--- config.mk ---
export PLATFORM = sky130hd
export DESIGN_NAME = pms_sequencer
export DESIGN_NICKNAME = d
export VERILOG_FILES = /design/src/pms_pkg.sv /design/src/pms_sequencer.sv
export SDC_FILE = /design/constraint.sdc
export NUM_CORES = 1
export LEC_CHECK = 0
export ABC_AREA = 1
export CAP_MARGIN = 20
export CORE_UTILIZATION = 45
export DETAILED_ROUTE_END_ITERATION = 7
export DONT_BUFFER_PORTS = 1
export PLACE_DENSITY_LB_ADDON = 0.2
export SLEW_MARGIN = 10
export SYNTH_ARGS = -nofsm -noshare
export SYNTH_HDL_FRONTEND = slang
export SYNTH_SLANG_ARGS = --single-unit
--- constraint.sdc ---
create_clock -name pclk -period 2.5 [get_ports pclk]
set_input_delay 0.25 -clock pclk [delete_from_list [all_inputs] [get_ports pclk]]
set_output_delay 0.25 -clock pclk [all_outputs]
set_load 0.005 [all_outputs]
--- src/pms_pkg.sv ---
// Package of constants for the power-mode and reset sequencer
package pms_pkg;
   // ----------------------------------------------------------------
   // Register map (byte addresses, one 32-bit word each)
   // ----------------------------------------------------------------
   localparam logic [11:0] PMS_ADDR_CTRL = 12'h000; // Control bits
   localparam logic [11:0] PMS_ADDR_MODE = 12'h004; // Mode and clock setup
   localparam logic [11:0] PMS_ADDR_STAT = 12'h008; // Status flags
   localparam logic [11:0] PMS_ADDR_CMD = 12'h00c;  // Command register
   localparam logic [11:0] PMS_ADDR_STATE = 12'h010; // Power state
   // ----------------------------------------------------------------
   // Control register fields
   // ----------------------------------------------------------------
   localparam int PMS_CTRL_ANALOG_SUPPLY_ENABLE_BIT = 0;  // Analog supply enable
   localparam int PMS_CTRL_OUTPUT_SUPPLY_ENABLE_BIT = 1; // Output supply enable
   localparam int PMS_CTRL_CLK_EN = 2;   // Clock output enable
   localparam logic [2:0] PMS_CTRL_RST = 3'h6; // Supply and clock on
   // ----------------------------------------------------------------
   // Mode register fields
   // ----------------------------------------------------------------
   localparam int PMS_MODE_OPM_LO = 0;  // Operating mode field base
   localparam int PMS_MODE_BRR_LO = 2;  // Bit-rate range field base
   localparam int PMS_MODE_LIM_LO = 4;  // Limit factor field base
   localparam logic [1:0] PMS_OPM_RST = 2'h0;  // Idle after reset
   localparam logic [1:0] PMS_BRR_RST = 2'h0;  // Slowest range
   localparam logic [3:0] PMS_LIM_RST = 4'h1;  // Limit factor
   // ----------------------------------------------------------------
   // Status bits
   // ----------------------------------------------------------------
   localparam int PMS_ST_BTN_LO = 0;   // Five button flags
   localparam int PMS_ST_PWRON = 5;    // Power-on flag
   localparam int PMS_ST_AUX = 6;      // Auxiliary power flag
   localparam int PMS_ST_LOWBAT = 7;   // Low battery flag
   // ----------------------------------------------------------------
   // Command codes
   // ----------------------------------------------------------------
   localparam logic [7:0] PMS_CMD_OFF = 8'ha5; // Return to OFF
   // ----------------------------------------------------------------
   // Clock dividers
   // ----------------------------------------------------------------
   localparam logic [3:0] PMS_BASE_DIV = 4'hf;   // Divide by 16, minus 1
   localparam logic [1:0] PMS_CLKOUT_DIV = 2'h2; // Divide by 3, minus 1
   localparam logic [1:0] PMS_CLKOUT_HALF = 2'h1; // High for first of three counts
   // Power states
   typedef enum logic [1:0] {PMS_OFF, PMS_AUX, PMS_IDLE} pms_state_t;
endpackage : pms_pkg

--- src/pms_sequencer.sv ---
// Power-mode and reset sequencer with APB register access
// Behaviour
// RULE1 - base clock is oscillator divided by 16
// RULE2 - base clock times polling and bit rate
// RULE3 - sub-clock period base times limit times 8/4/2/1
// RULE4 - OFF keeps supplies off, ignores bus
// RULE5 - auxiliary supply moves OFF to aux
// RULE6 - OFF to aux raises irq, aux flag
// RULE7 - power-on or button moves OFF to idle
// RULE8 - aux to idle by enable bit or pins
// RULE9 - idle picks aux regulator when much higher
// RULE10 - RF stays off until host enables
// RULE11 - host clears inputs before OFF command
// RULE12 - switch-on clears logic and loads defaults
// RULE13 - reset output low until supply and oscillator
// RULE14 - clock out after low threshold and oscillator
// RULE15 - low battery clears after recover and read
// RULE16 - low supply resets; internal only if enabled
// RULE17 - low supply holds clock low, bus off
// RULE18 - output supply off by bit, on by switch-on
// RULE19 - reset output from set/reset latch
// RULE20 - oscillator ready releases reset, enables clock
// RULE21 - clock out is oscillator divided by 3
// RULE22 - mode field reads idle after reset
//
// Local design decisions: the register addresses and register access over APB.
`timescale 1ns/1ps
`default_nettype none
module pms_sequencer
   import pms_pkg::*;
(
   input wire logic pclk,
   input wire logic presetn,
   input wire logic psel,
   input wire logic penable,
   input wire logic pwrite,
   input wire logic [11:0] paddr,
   input wire logic [31:0] pwdata,
   output logic [31:0] prdata,
   output logic pready,
   output logic pslverr,
   input wire logic osc_clk_tick,        // One pulse per oscillator cycle
   input wire logic oscillator_ready,    // Amplitude detector
   input wire logic aux_above_threshold, // Auxiliary supply comparator
   input wire logic aux_above_battery,   // Aux exceeds battery by margin
   input wire logic output_supply_good,  // Above lower threshold
   input wire logic output_supply_high,  // Above upper threshold
   input wire logic power_on_input,
   input wire logic [4:0] button_input_n, // Buttons, active low
   output logic analog_supply_on,
   output logic logic_supply_on,
   output logic output_supply_on,
   output logic aux_regulator_sel,
   output logic rf_enable,
   output logic irq,
   output logic mcu_reset_n,
   output logic clk_out,
   output logic base_tick,
   output logic sub_tick
);
   // ----------------------------------------------------------------
   // State and registers
   // ----------------------------------------------------------------
   pms_state_t state_r;        // Power state
   logic [2:0] ctrl_r;         // Control bits
   logic [1:0] opm_r;          // Operating mode
   logic [1:0] brr_r;          // Bit-rate range
   logic [3:0] lim_r;          // Limit factor
   logic [7:0] stat_r;         // Sticky status flags
   logic irq_r;                // Interrupt level
   logic int_rst;              // Internal logic reset, held while its cause lasts
   logic rst_latch_r;          // Reset output latch
   logic [3:0] base_cnt_r;     // Divide-by-16 counter
   logic [6:0] sub_cnt_r;      // Sub-clock counter
   logic [1:0] clk_cnt_r;      // Divide-by-3 counter
   logic clk_out_r;
   logic base_tick_r;
   logic sub_tick_r;
   logic [31:0] prdata_r;
   logic wake_pins;            // Any switch-on pin active
   logic bus_on;               // Host interface alive
   logic acc, wr, rd;
   logic [6:0] sub_len;        // Sub-clock length in base ticks
   // Decode one address against a register offset
   function automatic logic hit(input logic [11:0] a,
                                input logic [11:0] off);
      hit = (a == off);
   endfunction : hit
   // ----------------------------------------------------------------
   // Bus decode
   // ----------------------------------------------------------------
   // Interface dead in OFF and while supply is low; accesses still end
   assign bus_on = (state_r != PMS_OFF) && output_supply_good; // RULE4 RULE17
   assign acc = psel && penable;
   assign wr = acc && pwrite && bus_on;
   assign rd = acc && !pwrite && bus_on;
   assign pready = 1'b1;
   assign pslverr = acc && !(hit(paddr, PMS_ADDR_CTRL) ||
      hit(paddr, PMS_ADDR_MODE) || hit(paddr, PMS_ADDR_STAT) ||
      hit(paddr, PMS_ADDR_CMD) || hit(paddr, PMS_ADDR_STATE));
   assign wake_pins = power_on_input || (button_input_n != 5'h1f);
   // ----------------------------------------------------------------
   // Internal logic reset
   // ----------------------------------------------------------------
   // One cycle on switch-on; held while supply is low with the supply enabled
   assign int_rst = (state_r == PMS_OFF && (aux_above_threshold ||
      wake_pins)) || // RULE12
      (state_r != PMS_OFF && !output_supply_good &&
      ctrl_r[PMS_CTRL_OUTPUT_SUPPLY_ENABLE_BIT]); // RULE16
   // ----------------------------------------------------------------
   // Power state machine
   // ----------------------------------------------------------------
   always_ff @(posedge pclk or negedge presetn) begin
      if (!presetn) begin
         state_r <= PMS_OFF;
      end else begin
         case (state_r)
            PMS_OFF: begin
               if (wake_pins) begin
                  state_r <= PMS_IDLE; // RULE7
               end else if (aux_above_threshold) begin
                  state_r <= PMS_AUX; // RULE5
               end
            end
            PMS_AUX: begin
               // Enable bit or pins finish the switch-on
               if (ctrl_r[PMS_CTRL_ANALOG_SUPPLY_ENABLE_BIT] || wake_pins) begin
                  state_r <= PMS_IDLE; // RULE8
               end
            end
            PMS_IDLE: begin
               // Host has cleared enable and pins beforehand
               if (wr && hit(paddr, PMS_ADDR_CMD) &&
                   pwdata[7:0] == PMS_CMD_OFF) begin
                  state_r <= PMS_OFF; // RULE11
               end
            end
            default: state_r <= PMS_OFF;
         endcase
      end
   end
   // ----------------------------------------------------------------
   // Control and mode registers
   // ----------------------------------------------------------------
   always_ff @(posedge pclk or negedge presetn) begin
      if (!presetn) begin
         ctrl_r <= PMS_CTRL_RST;
         opm_r <= PMS_OPM_RST;
         brr_r <= PMS_BRR_RST;
         lim_r <= PMS_LIM_RST;
      end else if (int_rst) begin
         // Defaults reload; output supply back on at switch-on
         ctrl_r <= PMS_CTRL_RST; // RULE12 RULE18
         opm_r <= PMS_OPM_RST; // RULE22
         brr_r <= PMS_BRR_RST;
         lim_r <= PMS_LIM_RST;
      end else if (wake_pins && !ctrl_r[PMS_CTRL_OUTPUT_SUPPLY_ENABLE_BIT]) begin
         // Switch-on pin brings a host-disabled output supply back
         ctrl_r[PMS_CTRL_OUTPUT_SUPPLY_ENABLE_BIT] <= 1'b1; // RULE18
      end else if (wr && hit(paddr, PMS_ADDR_CTRL)) begin
         ctrl_r <= pwdata[2:0]; // RULE18
      end else if (wr && hit(paddr, PMS_ADDR_MODE)) begin
         opm_r <= pwdata[PMS_MODE_OPM_LO +: 2];
         brr_r <= pwdata[PMS_MODE_BRR_LO +: 2];
         lim_r <= pwdata[PMS_MODE_LIM_LO +: 4];
      end
   end
   // ----------------------------------------------------------------
   // Status flags and interrupt
   // ----------------------------------------------------------------
   // Sets beat the read clear so no event is lost
   always_ff @(posedge pclk or negedge presetn) begin
      if (!presetn) begin
         stat_r <= 8'h00;
         irq_r <= 1'b0;
      end else begin
         if (rd && hit(paddr, PMS_ADDR_STAT)) begin
            irq_r <= 1'b0;
            stat_r[PMS_ST_BTN_LO +: 5] <= 5'h00;
            stat_r[PMS_ST_PWRON] <= 1'b0;
            stat_r[PMS_ST_AUX] <= 1'b0;
            // Low battery only clears once supply recovered
            if (output_supply_high) begin
               stat_r[PMS_ST_LOWBAT] <= 1'b0; // RULE15
            end
         end
         if (state_r == PMS_OFF && wake_pins) begin
            stat_r[PMS_ST_BTN_LO +: 5] <= ~button_input_n; // RULE7
            stat_r[PMS_ST_PWRON] <= power_on_input;
            irq_r <= 1'b1;
         end else if (state_r == PMS_OFF && aux_above_threshold) begin
            stat_r[PMS_ST_AUX] <= 1'b1; // RULE6
            irq_r <= 1'b1;
         end
         if (state_r == PMS_IDLE && aux_above_battery) begin
            stat_r[PMS_ST_AUX] <= 1'b1; // RULE9
         end
         if (state_r != PMS_OFF && !output_supply_high) begin
            stat_r[PMS_ST_LOWBAT] <= 1'b1; // RULE15
         end
      end
   end
   // ----------------------------------------------------------------
   // Reset output latch
   // ----------------------------------------------------------------
   // Release at upper threshold, assert at lower: the hysteresis
   always_ff @(posedge pclk or negedge presetn) begin
      if (!presetn) begin
         rst_latch_r <= 1'b0;
      end else if (state_r == PMS_OFF || !output_supply_good) begin
         rst_latch_r <= 1'b0; // RULE16 RULE19
      end else if (output_supply_high && oscillator_ready) begin
         rst_latch_r <= 1'b1; // RULE13 RULE19 RULE20
      end
   end
   // ----------------------------------------------------------------
   // Base and sub-clock dividers
   // ----------------------------------------------------------------
   // Sub-clock length: limit shifted by 3 minus range
   assign sub_len = 7'({3'h0, lim_r} << (2'd3 - brr_r)); // RULE3
   always_ff @(posedge pclk or negedge presetn) begin
      if (!presetn) begin
         base_cnt_r <= 4'h0;
         sub_cnt_r <= 7'h00;
         base_tick_r <= 1'b0;
         sub_tick_r <= 1'b0;
      end else begin
         base_tick_r <= 1'b0;
         sub_tick_r <= 1'b0;
         if (osc_clk_tick) begin
            if (base_cnt_r == PMS_BASE_DIV) begin
               base_cnt_r <= 4'h0;
               base_tick_r <= 1'b1; // RULE1 RULE2
               if (sub_cnt_r + 7'h01 >= sub_len) begin
                  sub_cnt_r <= 7'h00;
                  sub_tick_r <= 1'b1; // RULE3
               end else begin
                  sub_cnt_r <= sub_cnt_r + 7'h01;
               end
            end else begin
               base_cnt_r <= base_cnt_r + 4'h1;
            end
         end
      end
   end
   // ----------------------------------------------------------------
   // Clock output
   // ----------------------------------------------------------------
   // Gate takes effect mid-cycle, so first output cycle may be short
   always_ff @(posedge pclk or negedge presetn) begin
      if (!presetn) begin
         clk_cnt_r <= 2'h0;
         clk_out_r <= 1'b0;
      end else begin
         if (osc_clk_tick) begin
            clk_cnt_r <= (clk_cnt_r == PMS_CLKOUT_DIV) ? 2'h0 :
               clk_cnt_r + 2'h1; // RULE21
         end
         clk_out_r <= (clk_cnt_r < PMS_CLKOUT_HALF) &&
            output_supply_good && oscillator_ready &&
            ctrl_r[PMS_CTRL_CLK_EN] && state_r != PMS_OFF; // RULE14 RULE17
      end
   end
   // ----------------------------------------------------------------
   // Read data
   // ----------------------------------------------------------------
   always_ff @(posedge pclk or negedge presetn) begin
      if (!presetn) begin
         prdata_r <= 32'h0;
      end else if (psel && !penable && !pwrite) begin
         prdata_r <= 32'h0;
         // Dead interface answers zero, so no stale state leaks out
         if (!bus_on) begin
            prdata_r <= 32'h0; // RULE4 RULE17
         end else if (hit(paddr, PMS_ADDR_CTRL)) begin
            prdata_r <= {29'h0, ctrl_r};
         end else if (hit(paddr, PMS_ADDR_MODE)) begin
            prdata_r <= {24'h0, lim_r, brr_r, opm_r};
         end else if (hit(paddr, PMS_ADDR_STAT)) begin
            prdata_r <= {24'h0, stat_r};
         end else if (hit(paddr, PMS_ADDR_STATE)) begin
            prdata_r <= {30'h0, state_r};
         end
      end
   end
   // ----------------------------------------------------------------
   // Outputs
   // ----------------------------------------------------------------
   assign prdata = prdata_r;
   assign irq = irq_r;
   assign mcu_reset_n = rst_latch_r;
   assign clk_out = clk_out_r;
   assign base_tick = base_tick_r;
   assign sub_tick = sub_tick_r;
   assign logic_supply_on = (state_r != PMS_OFF); // RULE4
   assign analog_supply_on = (state_r == PMS_IDLE); // RULE5
   assign output_supply_on = logic_supply_on && ctrl_r[PMS_CTRL_OUTPUT_SUPPLY_ENABLE_BIT];
   assign aux_regulator_sel = (state_r == PMS_AUX) ||
      (state_r == PMS_IDLE && aux_above_battery); // RULE9
   // RF only after host picks a non-idle operating mode
   assign rf_enable = (state_r == PMS_IDLE) && (opm_r != PMS_OPM_RST); // RULE10
endmodule : pms_sequencer
`default_nettype wire

==> summary by stage, run 1 <==
Pwr
The worst-case IR drop observed on VDD is 0.2537 mV. The power share of the sequential group is 0.501. The internal power is approximately 1.4 mW. Summing internal, switching and leakage power gives just under 2 mW. Of the total power, the clock network draws 0.288. The part of the power in combinational logic is 0.211. The switching power as a share of total power is 0.3114.

The leakage power is roughly 1.7 nW. The switching power total is 0.6132 mW. The power per unit of standard cell area is 627.6 nW/um2.

Clock tree
At the later pin of the worst-skew pair, clock insertion delay measures roughly 0.30 ns. The clock tree from TritonCTS is built. The clock tree synthesis step divided the H-tree into 2 levels. The root buffer cell is sky130_fd_sc_hd__clkbuf_8. The post-cts gate resize count is 0. Clock tree synthesis inserted a total of 5 buffers. The clock passes through at most 2 buffers. The number of clock sinks seen by CTS is between 40 and 50. The clock transition at the registers of the reported paths is ~0.090 ns.

Worst setup path
The critical path endpoint category is a flip-flop. Along the worst path, the maximum fanout reaches 6. The startpoint identified for the worst register-to-register timing path is sub_cnt_r[0]. The number of buffers and inverters on the critical path is 1.

The slowest stage of the critical path belongs to the cell sky130_fd_sc_hd__dfrtp_1. Data arrives at the worst endpoint at about 2.4 ns. The signal on the critical path passes through ha_1 > nand3_1 > nor2_1 > xor2_1 > ha_1 > a21oi_1 > o21a_1 > nand3_1 > nand2_1 > nand2_1 > inv_1. For the worst setup path, the data required time is around 2.8 ns. The largest single stage delay on the critical path is ~0.43 ns. The critical path is of the reg -> reg type. The number of cells on the worst reg-to-reg path is 11. The category of the worst setup path launch point is a flip-flop. In this run the register-to-register setup slack is between 0.3 and 0.4 ns. The worst reg2reg path endpoint is sub_cnt_r[6]. In this design, the largest share of critical-path delay is due to simple AND/OR/NAND/NOR gates.

Worst hold path
Along the worst hold path, the cell count comes to 1. The worst hold path belongs to the class in -> reg. The hold-critical path endpoint is clk_cnt_r[1]. The beginning of the worst hold path is osc_clk_tick.

Final layout
The register cell area after layout is about 1200 um2. The layout has 651 filler cells. The share of final-layout standard cells stronger than drive strength 1 is 0.1032. In the final design database the tool counted 476 nets. The synthesis-to-finish area growth is 4.110%. The final core utilization is 0.4886. The multi-input logic area is between 1500 and 2000 um2. The final standard cell area without fillers is ~3100 um2. The filler-free cell count of the finished design is roughly 480. The number of diodes is 0.

STA
Of the available clock period, the critical path in the final layout requires 0.8779. The shortest period the worst path allows is ~2.2 ns. The total count of hold-check failures in the final report was 0. The final-report max-slew violation count is 0. The setup clock skew after layout is between 0.004 and 0.005 ns.

Setup repair after global routing left no endpoint under its margin. After routing, the total negative slack on setup checks comes to 0 ns. The top achievable clock speed is around 0.46 GHz. Setup violations remaining at the end of the flow were counted as 0.

Placed design
The instance count after placement with tap cells included is between 400 and 500. The HPWL after detailed placement is slightly below 5000 um. The congestion estimate from routability-driven global placement came to approximately 0.84. The count of buffers inserted at the top-level ports is 0. Once placement finished, the instance area stood at 2988 um2.

Die
The floorplan step defined a die boundary enclosing about 7000 um2. 105 I/O pins were placed. The chip width is between 80 and 90 um. The total area inside the core boundary comes to between 6000 and 7000 um2. After floorplanning, the core was divided into 29 placement rows. In this run the vertical extent of the chip is 83.84 um. For this configuration, the core starts out at a cell density of 0.4693.

Synth
After synthesis the cells add up to 3014 um2. Sorting the synthesized cells by area gives the leading types as sky130_fd_sc_hd__dfrtp_1 (37%), sky130_fd_sc_hd__nand2_1 (14%), sky130_fd_sc_hd__nand3_1 (8.3%). The commonest cells after synthesis are sky130_fd_sc_hd__nand2_1 (111), sky130_fd_sc_hd__nand3_1 (50), sky130_fd_sc_hd__dfrtp_1 (44), sky130_fd_sc_hd__inv_1 (35).

For this run, the register share of the synthesized area comes to 0.3914. The most used flip-flop cell after synthesis is sky130_fd_sc_hd__dfrtp_1. The average instance in the mapped netlist occupies approximately 7.5 um2. The Yosys warning count is 0. By instance count, the leading cell after synthesis is sky130_fd_sc_hd__nand2_1. Yosys mapped a number of flops with a built-in enable equal to 0. After synthesis the netlist holds a flip-flop and latch count of between 40 and 50. The post-synthesis cell count is 403. The share of Yosys cell area claimed by the top area cell type is 0.3653. The async set-reset flop share out of synthesis is 1.000. Synthesis instantiated 34 different standard cells from the library. The cell type with the highest aggregate area in the netlist is sky130_fd_sc_hd__dfrtp_1.

Status
The checks that failed: DRC. The flow ran to the end, but the final reports show violations.

Global route
The initial antenna violation count came to 0. The largest net degree at the start of global routing is between 40 and 50. The wire length of the first global-routing pass is 11190 um. The via count of the first global-routing pass is around 2400.

For this run, the total global-route usage over all layers was measured as 0.2000. The total global routing overflow is 0.

Route
In the routed design, unresolved DRC markers number 7. For this block, the routed nets add up to about 6400 um of wire. The via density per instance is 4.990.

The number of iterations in the first detailed-routing pass is 7. In this run, the number of DRC markers left after iteration 0 of detailed routing was 104. The number of nets with antenna violations after detailed routing is 0.

The average wire per cell in the routed design is between 10 and 15 um. For this block, the via count after detailed routing is 2415.

Flow run
Max-cap violations in this run came to 0.
registers in the layout, indices dropped and copies added, names as in the netlist, 2 cells and up:
register    flops
prdata          8
stat_r          8
sub_cnt_r       7
base_cnt_r      4
lim_r           4
ctrl_r          3
brr_r           2
clk_cnt_r       2
opm_r           2
state_r         2
layer usage:
metal	GRT usage	wire [um]	up-vias
met1	0.2525	2839	1088
met5	0	0	-
met2	0.3383	3095	59
met3	0.05045	343	6
met4	0.05799	82	0
li1	-	-	1262
power by group through the flow:
stage	Clock (mW)	Sequential [mW]	Combinational, mW
after floorplan	0	0.978	0.352
after global placement	0	1.00	0.380
after detailed placement	0	1.00	0.398
after CTS	0.593	0.987	0.423
after global routing	0.614	1.01	0.495
final	0.567	0.987	0.415
final cells by class:
class                           count  area share
Inverter                           40     0.04785
Tap cell                           77     0.03070
Multi-Input combinational cell    309      0.4952
Sequential cell                    47      0.3760
Clock inverter                      3     0.01396
Clock buffer                        5     0.02193
Timing Repair Buffer                3     0.01435
cells in the final DEF (no fill, tap or decap), types with 2 or more instances in the layout:
master,instances
sky130_fd_sc_hd__xnor2_1,3
sky130_fd_sc_hd__conb_1,25
sky130_fd_sc_hd__o21a_1,2
sky130_fd_sc_hd__nand2_1,111
sky130_fd_sc_hd__nand3_1,50
sky130_fd_sc_hd__nor2_4,2
sky130_fd_sc_hd__o22ai_1,2
sky130_fd_sc_hd__o21ai_0,26
sky130_fd_sc_hd__ha_1,9
sky130_fd_sc_hd__nor3_1,4
sky130_fd_sc_hd__o211ai_1,2
sky130_fd_sc_hd__nand3b_1,3
sky130_fd_sc_hd__nand3_2,3
sky130_fd_sc_hd__dfrtp_1,44
sky130_fd_sc_hd__nor2_2,8
sky130_fd_sc_hd__inv_1,35
sky130_fd_sc_hd__dfstp_2,3
sky130_fd_sc_hd__nand2_4,3
sky130_fd_sc_hd__a21oi_1,10
sky130_fd_sc_hd__nor2_1,27
sky130_fd_sc_hd__nand4_1,2
sky130_fd_sc_hd__clkbuf_8,5
sky130_fd_sc_hd__xor2_1,4
sky130_fd_sc_hd__inv_2,5
sky130_fd_sc_hd__nand2_2,5
sky130_fd_sc_hd__or2_0,2
stage by stage:
step                hold slack [ns]  setup WS [ns]
floorplan                  -0.04559         0.5935
detailed placement         -0.04399         0.3013
CTS                         0.01911         0.2834
finish                      0.02421         0.3053
global route                0.02998        0.05534
global placement           -0.04461         0.3252
worst reg2reg max path, cell delays in order (launching register included):
cell	delay (ns)
sky130_fd_sc_hd__dfrtp_1	0.43
sky130_fd_sc_hd__ha_1	0.21
sky130_fd_sc_hd__nand3_1	0.13
sky130_fd_sc_hd__nor2_1	0.14
sky130_fd_sc_hd__xor2_1	0.22
sky130_fd_sc_hd__ha_1	0.29
sky130_fd_sc_hd__a21oi_1	0.16
sky130_fd_sc_hd__o21a_1	0.13
sky130_fd_sc_hd__nand3_1	0.18
sky130_fd_sc_hd__nand2_1	0.16
sky130_fd_sc_hd__nand2_1	0.06
sky130_fd_sc_hd__inv_1	0.05
what timing repair did:
| item | 4_1_cts | 5_1_grt |
|---|---|---|
| hold buffers | 2 | 0 |
| hold endpoints to repair | 47 | 0 |
| buffers inserted | 0 | 0 |
logic make-up (layout without fill, tap and decap cells):
group	count (synthesis)	count (layout)	synth area share
AOI/OAI and AO/OA	45	45	0.08177
other	2	25	0.002492
adders and majority gates	9	9	0.03736
buffers and inverters	70	51	0.1216
DFF	47	47	0.3915
xor gates and xnor gates	7	7	0.02034
and+or+nand+nor	223	223	0.3450
worst max-delay path by stage:
stage,endpoint,from,slack (ns),cells past startpoint
final,sub_cnt_r[6],sub_cnt_r[0],0.31,11
after global placement,sub_cnt_r[6],sub_cnt_r[0],0.33,11
after CTS,sub_cnt_r[5],sub_cnt_r[0],0.28,11
after floorplan,sub_cnt_r[5],sub_cnt_r[0],0.59,11
after detailed placement,sub_cnt_r[5],sub_cnt_r[0],0.30,11
after global routing,sub_cnt_r[3],sub_cnt_r[0],0.06,11
(Power assumes the default switching activity.)
==> run 2, diff against run 1 <==
--- a/config.mk
+++ b/config.mk
@@ -10,6 +10,7 @@
 export CORE_UTILIZATION = 45
 export DETAILED_ROUTE_END_ITERATION = 7
 export DONT_BUFFER_PORTS = 1
+export GPL_TIMING_DRIVEN = 0
 export PLACE_DENSITY_LB_ADDON = 0.2
 export SLEW_MARGIN = 10
 export SYNTH_ARGS = -nofsm -noshare
==> constraint.sdc (replaced) <==
create_clock -name pclk -period 2.5 [get_ports pclk]
set_input_delay 0.125 -clock pclk [delete_from_list [all_inputs] [get_ports pclk]]
set_output_delay 0.125 -clock pclk [all_outputs]
set_load 0.005 [all_outputs]
==> run 2 against run 1 <==
Highest routed layer unchanged. Flip-flop and latch count unchanged. The run still ends with DRC left. Sequential power is 0.8% higher. Wire length is 3.3% higher. Critical path depth did not move. Non-clock buffer count increased by 45.
==> summary by stage, run 2 (synthesis results as in run 1) <==
Status
The run finished, with violations left. The final reports fail on DRC.

STA
The period utilization is 0.8937. The top achievable clock speed is around 0.45 GHz. The final-report max-slew violation count is 0. The number of failing setup endpoints in the final timing report is 0. For the final routed database, the setup TNS stands at 0 ns. The shortest period the worst path allows is 2.234 ns. The total count of hold-check failures in the final report is 0.

The setup clock skew after layout is between 0.007 and 0.008 ns. Setup repair after global routing left no endpoint under its margin. After layout, the worst setup slack is ~0.27 ns.

Clock tree
After clock tree synthesis, the repair step resized 0 gates. The clock tree from TritonCTS is built. The post-CTS setup repair buffer count is 0. Clock-pin slew was measured on the worst setup and hold paths at roughly 0.1 ns.

The maximum clock insertion buffer count is 2. TritonCTS created 5 clock buffers. The H-tree depth is 2.

The root buffer cell is sky130_fd_sc_hd__clkbuf_8. The hold buffer count at cts is 18. The latest clock arrival within the worst-skew pair is between 0.3 and 0.4 ns. The number of clock sinks seen by CTS is 47.

Route
The DRC violation total after the first TritonRoute iteration is 96. The detail route stage leaves a number of antenna-violating nets equal to 0. Across all layers, the routed design uses 2600 vias. The average wire per cell in the routed design is between 10 and 15 um. The via density per instance is ~5.

The post-route DRC violation count is 8. After detailed routing, the total wire length is 6573 um. The first TritonRoute pass finished after 7 iterations.

Global route
The total global routing overflow is 0. The first global-routing pass estimated 11380 um of wire. The overall track demand over capacity in global routing is 0.2029. The initial antenna violation count came to 0. The largest net degree at the start of global routing is 48. The via count of the first global-routing pass is 2519.

Die
The total die area is approximately 7000 um2. The floorplan has 29 rows. The region available for standard cell placement spans approximately 6400 um2. The height of the die is 83.84 um. In this run the horizontal extent of the chip is ~84 um.

The number of I/O pins is ~110. The initial standard-cell utilization of the core is 0.4693.

Placed design
The worst slack after detailed placement is roughly 0.27 ns. At the end of routability-driven placement, the weighted congestion stood at ~0.87. In this run, placement finished with an instance count of approximately 500.

The wire-length estimate of the detail-placed layout is just over 5000 um. The count of buffers inserted at the top-level ports is 0.

Worst setup path
The critical path arrival is ~2.5 ns. The critical path endpoint category is a flip-flop. For the worst flop-to-flop path, the logic depth is 11. The worst register-to-register path begins at sub_cnt_r[0].

The worst register-to-register path ends at sub_cnt_r[5]. The category of the worst setup path launch point is a flip-flop. The class of the most critical setup path is reg -> reg.

The required arrival time at the worst endpoint is ~2.8 ns. Setup slack on the worst reg-to-reg path comes out at 0.27 ns. Along the worst path, the maximum fanout reaches 6.

Worst hold path
The class of the tightest hold or removal check is in -> reg. The path with the worst hold slack has its endpoint at mcu_reset_n. The beginning of the worst hold path is output_supply_good.

Counting instances, the worst hold path has a depth of 2.

Final layout
The synthesis-to-finish area growth is 16.36%. The filler-free cell count of the finished design is between 500 and 600. Leaving out fill and tap cells, the most frequent cells in the layout are sky130_fd_sc_hd__nand2_1 (111), sky130_fd_sc_hd__nand3_1 (50), sky130_fd_sc_hd__dfrtp_1 (44). The most common library cell in the layout ignoring fill and taps is sky130_fd_sc_hd__nand2_1. At the end of the flow the core is filled with cells to 0.5461. The layout has roughly 620 filler cells. The number of antenna diodes in the final layout is 0. The final-stage net count is roughly 520. The share of final-layout standard cells stronger than drive strength 1 is 0.1549.

Pwr
The peak supply drop is 0.3328 mV. The leakage power is 1.870 nW. The overall power after layout is 2.035 mW. For this design the ratio of total power to cell area is between 500 and 600 nW/um2.

Flow run
The tool flagged a number of max-cap violations equal to 0.
-- run 2: changes by cell type in the layout (fill, tap and decap cells not counted) --
cell and delta:
sky130_fd_sc_hd__buf_4 +26, sky130_fd_sc_hd__clkbuf_1 +1, sky130_fd_sc_hd__buf_2 +2, sky130_fd_sc_hd__dlygate4sd3_1 +16
-- run 2: layout make-up --
type / count / area, um2 / area share
clock inverter: 3 / 43.79 / 0.01249
buffer: 30 / 216.5 / 0.06172
clock buffer: 5 / 68.82 / 0.01962
multi-input combinational: 309 / 1554 / 0.4431
sequential: 47 / 1180 / 0.3364
timing repair buffer: 18 / 197.7 / 0.05637
inverter: 40 / 150.1 / 0.04281
tap: 77 / 96.34 / 0.02747
-- run 2: report_power, final --
part / switching [mW] / internal (mW)
clock network: 0.274 / 0.298
logic: 0.260 / 0.208
registers: 0.103 / 0.892
-- run 2: worst max-delay path: stages (launching register included) --
cell and delay (ns):
sky130_fd_sc_hd__dfrtp_1 0.44, sky130_fd_sc_hd__ha_1 0.22, sky130_fd_sc_hd__nand3_1 0.12, sky130_fd_sc_hd__nor2_1 0.14, sky130_fd_sc_hd__xor2_1 0.21, sky130_fd_sc_hd__ha_1 0.29
sky130_fd_sc_hd__a21oi_1 0.16, sky130_fd_sc_hd__o21a_1 0.13, sky130_fd_sc_hd__nand3_1 0.18, sky130_fd_sc_hd__nand2_1 0.17, sky130_fd_sc_hd__nand2_1 0.07, sky130_fd_sc_hd__inv_1 0.04
-- run 2: worst max path at each step --
stage	start	to	slack (ns)	cells after the start
floorplan	sub_cnt_r[0]	sub_cnt_r[5]	0.59	11
global placement	sub_cnt_r[0]	sub_cnt_r[6]	0.32	11
detailed placement	sub_cnt_r[0]	sub_cnt_r[6]	0.27	11
CTS	sub_cnt_r[0]	sub_cnt_r[6]	0.25	11
global route	sub_cnt_r[0]	sub_cnt_r[6]	0.04	11
finish	sub_cnt_r[0]	sub_cnt_r[5]	0.27	11
-- run 2: stage by stage --
stage	instance area, um2	hold slack, ns
finish	3507	0.007352
global route	3507	0.001589
global placement	3197	-0.1695
floorplan	3100	-0.1706
CTS	3507	0.005293
detailed placement	3197	-0.1696
-- run 2: per-layer routing --
layer | wire (um) | GRT usage | part of all wire | vias up
met3 | 339 | 0.05242 | 0.052 | 5
met4 | 62 | 0.04232 | 0.0094 | 0
met1 | 2941 | 0.2573 | 0.45 | 1180
met2 | 3229 | 0.3487 | 0.49 | 68
li1 | - | - | - | 1347
met5 | 0 | 0 | 0 | -
